### src/lsu_defs.svh
`ifndef LSU_DEFS_SVH
`define LSU_DEFS_SVH
`define LSU_SHIFT_MAX 2'd3
`define LSU_UNPRIV_OFS_MAX 8'hff
`define LSU_PCREL_MAX 13'h0fff
`define LSU_PAIR_MAX 13'h03fc
`define LSU_PAIR_STEP 32'h0000_0004
`define LSU_REG_PC 4'hf
`define LSU_REG_SP 4'hd
`endif

### src/lsu_pkg.sv
package lsu_pkg;
	typedef enum logic [1:0] {
		MODE_REG_OFS = 2'b00,
		MODE_UNPRIV = 2'b01,
		MODE_PC_REL = 2'b10
	} addr_mode_t;
	typedef enum logic [2:0] {
		SIZE_WORD = 3'b000,
		SIZE_BYTE = 3'b001,
		SIZE_HALF = 3'b010,
		SIZE_SIGNED_OCTET = 3'b011,
		SIZE_SIGNED_16 = 3'b100
	} xfer_size_t;
	typedef enum logic [1:0] {
		ST_IDLE = 2'b00,
		ST_WAIT = 2'b01,
		ST_SECOND = 2'b10,
		ST_WAIT2 = 2'b11
	} lsu_state_t;
endpackage

### src/load_store_addressing_unit.sv
`include "lsu_defs.svh"
module load_store_addressing_unit
	import lsu_pkg::*;
#(
	parameter int ADDR_W = 32
)(
	input wire logic i_sys_clk,
	input wire logic i_rst,
	input wire logic i_valid,
	input wire addr_mode_t i_mode,
	input wire logic i_load,
	input wire logic i_pair,
	input wire xfer_size_t i_size,
	input wire logic [3:0] i_transfer_register,
	input wire logic [3:0] i_second_transfer_register,
	input wire logic [31:0] i_base_value,
	input wire logic [31:0] i_offset_value,
	input wire logic [1:0] i_offset_left_shift,
	input wire logic [7:0] i_unpriv_offset,
	input wire logic i_unpriv_subtract,
	input wire logic [31:0] i_program_counter,
	input wire logic [12:0] i_pc_offset,
	input wire logic i_pc_subtract,
	input wire logic [31:0] i_store_value,
	input wire logic i_privileged,
	input wire logic [3:0] i_flags_in,
	input wire logic i_mem_done,
	input wire logic [31:0] i_mem_rdata,
	output logic o_busy,
	output logic o_mem_req,
	output logic o_mem_write,
	output logic [ADDR_W-1:0] o_mem_addr,
	output logic [31:0] o_mem_wdata,
	output logic [3:0] o_mem_strobe,
	output logic o_mem_unpriv,
	output logic o_wb_en,
	output logic [3:0] o_wb_reg,
	output logic [31:0] o_wb_data,
	output logic o_branch,
	output logic [31:0] o_branch_target,
	output logic o_offset_error,
	output logic [3:0] o_flags_out
);
	lsu_state_t state, next_state;
	logic mem_req, next_mem_req, mem_write, next_mem_write, mem_unpriv, next_mem_unpriv;
	logic [ADDR_W-1:0] mem_addr, next_mem_addr;
	logic [31:0] mem_wdata, next_mem_wdata, wb_data, next_wb_data, br_tgt, next_br_tgt;
	logic [3:0] mem_strobe, next_mem_strobe, wb_reg, next_wb_reg, rt2, next_rt2, flags, next_flags;
	logic wb_en, next_wb_en, branch, next_branch, ofs_err, next_ofs_err, is_load, next_is_load;
	xfer_size_t size, next_size;
	logic [31:0] ea, load_value, store_data;
	logic [3:0] strobe;

	// Signed add or subtract of a magnitude to a base
	function automatic logic [31:0] offset_add(input logic [31:0] base, input logic [31:0] mag,
		input logic sub);
		offset_add = sub ? base - mag : base + mag;
	endfunction

	// Effective address per mode; base itself is left untouched
	always_comb begin
		case (i_mode)
			MODE_REG_OFS: ea = i_base_value + (i_offset_value << i_offset_left_shift);
			MODE_UNPRIV: ea = offset_add(i_base_value, {24'h000000, i_unpriv_offset}, i_unpriv_subtract);
			MODE_PC_REL: ea = offset_add(i_program_counter, {19'h00000, i_pc_offset}, i_pc_subtract);
			default: ea = i_base_value;
		endcase
	end

	lsu_data_sizer u_sizer (
		.i_size(state == ST_IDLE ? i_size : size),
		.i_lane(state == ST_IDLE ? ea[1:0] : mem_addr[1:0]),
		.i_rdata(i_mem_rdata),
		.i_wsrc(i_store_value),
		.o_load_value(load_value),
		.o_store_data(store_data),
		.o_strobe(strobe)
	);

	// Sequencer: issue, wait, optional second word of a pair
	always_comb begin
		next_state = state;
		next_mem_req = mem_req;
		next_mem_write = mem_write;
		next_mem_unpriv = mem_unpriv;
		next_mem_addr = mem_addr;
		next_mem_wdata = mem_wdata;
		next_mem_strobe = mem_strobe;
		next_wb_en = 1'b0;
		next_wb_reg = wb_reg;
		next_wb_data = wb_data;
		next_branch = 1'b0;
		next_br_tgt = br_tgt;
		next_ofs_err = 1'b0;
		next_rt2 = rt2;
		next_size = size;
		next_is_load = is_load;
		next_flags = flags;
		case (state)
			ST_IDLE: begin
				next_flags = i_flags_in;
				if (i_valid) begin
					if (i_mode == MODE_PC_REL && (i_pair ? (i_pc_offset > `LSU_PAIR_MAX)
						: (i_pc_offset > `LSU_PCREL_MAX))) begin
						next_ofs_err = 1'b1;
					end else begin
						next_state = ST_WAIT;
						next_mem_req = 1'b1;
						next_is_load = i_load | (i_mode == MODE_PC_REL);
						next_mem_write = ~next_is_load;
						next_mem_unpriv = (i_mode == MODE_UNPRIV) | ~i_privileged;
						next_mem_addr = ea[ADDR_W-1:0];
						next_size = (i_mode == MODE_PC_REL && i_pair) ? SIZE_WORD : i_size;
						next_mem_wdata = store_data;
						next_mem_strobe = next_is_load ? 4'hf : strobe;
						next_wb_reg = i_transfer_register;
						next_rt2 = (i_mode == MODE_PC_REL && i_pair) ? i_second_transfer_register
							: `LSU_REG_PC;
					end
				end
			end
			ST_WAIT, ST_WAIT2: begin
				if (i_mem_done) begin
					next_mem_req = 1'b0;
					next_state = ST_IDLE;
					if (is_load) begin
						if (wb_reg == `LSU_REG_PC && size == SIZE_WORD) begin
							next_branch = 1'b1;
							next_br_tgt = {i_mem_rdata[31:1], 1'b0};
						end else begin
							next_wb_en = 1'b1;
							next_wb_data = load_value;
						end
						if (state == ST_WAIT && rt2 != `LSU_REG_PC) begin
							next_state = ST_SECOND;
						end
					end
				end
			end
			ST_SECOND: begin
				next_state = ST_WAIT2;
				next_mem_req = 1'b1;
				next_mem_addr = ADDR_W'(mem_addr + `LSU_PAIR_STEP);
				next_wb_reg = rt2;
				next_rt2 = `LSU_REG_PC;
			end
			default: next_state = ST_IDLE;
		endcase
	end

	// State registers
	always_ff @(posedge i_sys_clk) begin
		if (i_rst) begin
			state <= ST_IDLE;
			mem_req <= 1'b0;
			mem_write <= 1'b0;
			mem_unpriv <= 1'b0;
			mem_addr <= '0;
			mem_wdata <= 32'h00000000;
			mem_strobe <= 4'h0;
			wb_en <= 1'b0;
			wb_reg <= 4'h0;
			wb_data <= 32'h00000000;
			branch <= 1'b0;
			br_tgt <= 32'h00000000;
			ofs_err <= 1'b0;
			rt2 <= `LSU_REG_PC;
			size <= SIZE_WORD;
			is_load <= 1'b0;
			flags <= 4'h0;
		end else begin
			state <= next_state;
			mem_req <= next_mem_req;
			mem_write <= next_mem_write;
			mem_unpriv <= next_mem_unpriv;
			mem_addr <= next_mem_addr;
			mem_wdata <= next_mem_wdata;
			mem_strobe <= next_mem_strobe;
			wb_en <= next_wb_en;
			wb_reg <= next_wb_reg;
			wb_data <= next_wb_data;
			branch <= next_branch;
			br_tgt <= next_br_tgt;
			ofs_err <= next_ofs_err;
			rt2 <= next_rt2;
			size <= next_size;
			is_load <= next_is_load;
			flags <= next_flags;
		end
	end

	assign o_busy = mem_req;
	assign o_mem_req = mem_req;
	assign o_mem_write = mem_write;
	assign o_mem_addr = mem_addr;
	assign o_mem_wdata = mem_wdata;
	assign o_mem_strobe = mem_strobe;
	assign o_mem_unpriv = mem_unpriv;
	assign o_wb_en = wb_en;
	assign o_wb_reg = wb_reg;
	assign o_wb_data = wb_data;
	assign o_branch = branch;
	assign o_branch_target = br_tgt;
	assign o_offset_error = ofs_err;
	assign o_flags_out = flags;
endmodule

### src/lsu_data_sizer.sv
`include "lsu_defs.svh"
module lsu_data_sizer
	import lsu_pkg::*;
(
	input wire xfer_size_t i_size,
	input wire logic [1:0] i_lane,
	input wire logic [31:0] i_rdata,
	input wire logic [31:0] i_wsrc,
	output logic [31:0] o_load_value,
	output logic [31:0] o_store_data,
	output logic [3:0] o_strobe
);
	logic [7:0] octet;
	logic [15:0] half;
	// Pick the addressed lane out of the read word
	always_comb begin
		octet = i_rdata[{i_lane, 3'b000} +: 8];
		half = i_lane[1] ? i_rdata[31:16] : i_rdata[15:0];
		o_load_value = i_rdata;
		o_store_data = i_wsrc;
		o_strobe = 4'hf;
		case (i_size)
			SIZE_BYTE: begin
				o_load_value = {24'h000000, octet};
				o_store_data = {4{i_wsrc[7:0]}};
				o_strobe = 4'h1 << i_lane;
			end
			SIZE_HALF: begin
				o_load_value = {16'h0000, half};
				o_store_data = {2{i_wsrc[15:0]}};
				o_strobe = i_lane[1] ? 4'hc : 4'h3;
			end
			SIZE_SIGNED_OCTET: o_load_value = {{24{octet[7]}}, octet};
			SIZE_SIGNED_16: o_load_value = {{16{half[15]}}, half};
			default: begin
				o_load_value = i_rdata;
			end
		endcase
	end
endmodule

### config.mk
export PLATFORM = sky130hd
export DESIGN_NAME = load_store_addressing_unit
export DESIGN_NICKNAME = d
export VERILOG_FILES = /design/src/lsu_pkg.sv /design/src/load_store_addressing_unit.sv /design/src/lsu_data_sizer.sv
export VERILOG_INCLUDE_DIRS = /design/src
export SDC_FILE = /design/constraint.sdc
export NUM_CORES = 1
export LEC_CHECK = 0
export BUFFER_PORTS_ARGS = -buffer_cell sky130_fd_sc_hd__buf_2
export CORE_MARGIN = 4
export CORE_UTILIZATION = 35
export CTS_CLUSTER_DIAMETER = 40
export DETAILED_ROUTE_END_ITERATION = 7
export GPL_TIMING_DRIVEN = 0
export PLACE_DENSITY = 0.59
export SLEW_MARGIN = 20
export SYNTH_ARGS = -nofsm -noshare
export SYNTH_HDL_FRONTEND = slang
export SYNTH_HIERARCHICAL = 1
export SYNTH_SLANG_ARGS = --single-unit
export TNS_END_PERCENT = 10
### constraint.sdc
create_clock -name i_sys_clk -period 4.65 [get_ports i_sys_clk]
set_clock_uncertainty 0.15 [all_clocks]
set_input_delay 0.2325 -clock i_sys_clk [delete_from_list [all_inputs] [get_ports i_sys_clk]]
set_output_delay 0.2325 -clock i_sys_clk [all_outputs]
set_load 0.005 [all_outputs]
==> metrics.csv <==
stage,metric,value,unit
timing,slew_viol_final,0,
power,power_leakage,7.64,nW
timing,timing.hold.ws,0.0232,ns
min_path,hold_depth,4,
critical_path,required,4.80,ns
cts,clock_sinks,155,
synthesis,seq_area_frac_synth,22.1,%
critical_path,crit_end,o_mem_addr[31]$_SDFFE_PP0P_,
timing,setup_slack,0.251,ns
finish,seqCellArea,0.00310,mm²
routing,drtPass1Iterations,6,
critical_path,arrival,4.55,ns
timing,setup_viol,0,
finish,fillers,4119,
power,seqPwrFrac,29.2,%
finish,fin_util,45.1,%
routing,ant_nets,0,
critical_path,path_class,input pin to flop,
global_route,antenna_found_initial,5,
routing,wire_per_inst,20.3,µm
global_route,grt_pass1_vias,15600,
global_route,track_usage,25.9,%
synthesis,synth_seq_cells,155,
cts,cts_tree,done,
finish,num-nets-final,2694,
power,powerDensity,282,mW/mm²
floorplanning,start_util,35.4,%
timing,grt_setup_unrepaired,yes,
synthesis,synth_cell_types,88,
synthesis,ys_warn_count,6,
floorplanning,dieArea,0.0435,mm²
finish,drive_gt1_share,21.6,%
routing,drc,0,
synthesis,async_flop_share,0,%
finish,area_delta_synth_final,27.4,%
synthesis,syn_area,0.0141,mm²
timing,fin_crit_sh,94.6,%
timing,slew_headroom,34.8,%
power,combPwrFrac,40.0,%
synthesis,synth_ff_type,dfxtp_1,
global_route,grt_pass1_wl,90.5,mm
synthesis,synthTopCellsByCount,"nand2_1 (364), a21oi_1 (231), nor2_1 (164)",
place,post_dp_cell_area,0.0165,mm²
place,dp_hpwl,48.7,mm
synthesis,synth_top_area_cell,dfxtp_1,
critical_path,r2r-start,o_mem_addr[2]$_SDFFE_PP0P_,
timing,layout_min_cycle_time,4.40,ns
min_path,hold_class,input pin to flop,
floorplanning,core_area,0.0397,mm²
routing,dr_total_vias,16600,
cts,clkTransAtPathRegs,0.07,ns
critical_path,r2r_cells,11,
critical_path,timing.rr.end,o_mem_addr[30]$_SDFFE_PP0P_,
power,p_switching,1.88,mW
timing,fmax,227,MHz
floorplanning,die_x,208,µm
synthesis,post-synth-top-area-fraction,22.1,%
floorplanning,rows,73,
power,sw_frac_of_total,37.2,%
critical_path,reg2reg_slack,0.90,ns
timing,hold_viol,0,
routing,routed_wl,60.0,mm
finish,final_area,0.0179,mm²
floorplanning,chipHeight,208,µm
cts,cts_root_buffer,clkbuf_16,
power,irDropWorstVdd,0.229,mV
place,place_ws,-1.33,ns
global_route,grt_max_degree,17,
place,gp_congestion,0.968,
flow_run,maxCapViolations,0,
cts,cts-htree-levels,4,
critical_path,crit_fanout,10,
routing,drt_iter0_drc,1524,
timing,tightest_slew,0.962,ns
critical_path,start_kind,input pin,
critical_path,startpoint,i_offset_left_shift[1],
cts,numCtsBuffers,17,
synthesis,synth_nets,2270,
power,clkPwrFrac,30.9,%
synthesis,synth.most_common_cell,nand2_1,
cts,cts_max_path_buffers,2,
status,status,"finished, final reports clean",
finish,multi_input_area,0.0104,mm²
routing,via_per_inst,5.63,
synthesis,synth_edf_count,0,
global_route,grt_overflow,0,
synthesis,postSynthAreaPerCell,7.07,µm²
synthesis,syn-instance-count,1990,
synthesis,synth_area_leaders,"dfxtp_1 (22%), nand2_1 (9.7%), a21oi_1 (8.2%)",
cts,clk_latency,0.44,ns
floorplanning,boundaryPins,356,
critical_path,endpoint_kind,flop,
power,internal_power,3.17,mW
place,io_buffer_count,349,
worst max-delay path, stage by stage:
cell	delay (ns)
buf_6	0.13
buf_8	0.15
buf_8	0.15
buf_6	0.15
buf_6	0.15
or2_2	0.30
ha_2	0.20
nand4b_1	0.16
nand2b_4	0.23
xor2_1	0.22
o21ai_0	0.13
ha_2	0.42
and3_1	0.25
and2_4	0.18
nand3_2	0.09
o32ai_4	0.26
o211ai_1	0.15
a31oi_2	0.31
nor4_1	0.08
nor3_1	0.25
mux2i_1	0.25
o32ai_1	0.10
power by group through the flow:
stage,logic [mW],clock network (mW),registers [mW]
finish,2.02,1.56,1.47
global route,2.19,1.62,1.48
CTS,1.95,1.57,1.47
detailed placement,1.89,0,1.50
global placement,1.88,0,1.50
floorplan,1.23,0,1.49
area by class of cell:
class | count | area share (%)
diodes | 1 | 0.0140
plain buffers | 136 | 3.68
clock buffers | 19 | 2.42
clock inverters | 13 | 1.19
inverters | 47 | 0.985
multi-input cells | 1650 | 57.9
flip-flops and latches | 155 | 17.3
well taps | 525 | 3.67
repair buffers | 407 | 12.9
routing by layer:
metal / track usage [%] / wire length (µm) / up-vias
li1: - / - / 8000
met1: 34.6 / 25600 / 7820
met2: 42.9 / 27900 / 724
met5: 0 / 50 / -
met3: 5.02 / 4910 / 87
met4: 7.20 / 1580 / 8
metrics by stage:
stage | total power [mW] | setup TNS (ns) | std cells
after global routing | 5.29 | -0.0510 | 2952
after floorplan | 2.72 | -0.106 | 1990
after CTS | 4.99 | 0 | 2946
after global placement | 3.37 | -31.65 | 2864
final | 5.05 | 0 | 2953
after detailed placement | 3.39 | -32.30 | 2865
cell families (layout without fill, tap and decap cells):
family                   count (synthesis)  count (layout)  synth area share, %
AND/OR/NAND/NOR                        785             785                 25.3
XOR/XNOR                                90              90                 5.61
buffers and inverters                  185             622                 5.62
AO/OA/AOI/OAI                          630             630                 28.6
other                                    1               2               0.0267
multiplexers                            73              73                 6.43
adder cells (fa/ha/maj)                 71              71                 6.42
flip-flops                             155             155                 22.1
how the worst min path moves through the flow:
| stage | from | endpoint | slack, ns |
|---|---|---|---|
| after global routing | i_store_value[18] | o_mem_wdata[18]$_SDFFE_PP0P_ | 0.03 |
| after floorplan | i_privileged | o_mem_unpriv$_SDFFE_PP0P_ | 0.19 |
| after CTS | i_store_value[18] | o_mem_wdata[18]$_SDFFE_PP0P_ | 0.01 |
| after global placement | o_branch_target[8]$_SDFFE_PP0P_ | o_branch_target[8]$_SDFFE_PP0P_ | 0.29 |
| after detailed placement | o_mem_wdata[29]$_SDFFE_PP0P_ | o_mem_wdata[29]$_SDFFE_PP0P_ | 0.29 |
| final | i_store_value[18] | o_mem_wdata[18]$_SDFFE_PP0P_ | 0.02 |
repair_timing:
action	4_1_cts	5_1_grt
pin swaps	5	11
hold buffers	49	0
setup endpoints to repair	25	50
gates resized for setup	23	39
setup buffers	2	6
endpoints found under the hold margin	50	0
cloned	0	0
layout by cell type, fill, tap and decap left out, drive strengths merged, types with 7 or more instances in the layout:
cell	Yosys	final
o21ai	118	118
xor2	32	32
o21bai	8	8
inv	46	49
a2111oi	11	11
dlygate4sd3	0	49
nor4	7	7
nand2b	32	32
a31oi	24	24
mux4	11	11
mux2	29	29
o221ai	11	11
buf	40	398
o221a	10	10
a21o	42	42
nor2	165	165
o22ai	9	9
and3	16	16
nor3	53	53
o31ai	8	8
clkbuf	98	115
nor2b	26	26
xnor2	58	58
a22oi	12	12
nand3	51	51
nand4	17	17
a211oi	21	21
nand2	365	365
o211ai	47	47
a21oi	232	232
dfxtp	155	155
o21a	15	15
nor3b	9	9
a31o	7	7
and4b	9	9
ha	69	69
or3	10	10
o22a	7	7
mux2i	33	33
Power figures use the tool's default switching activity.
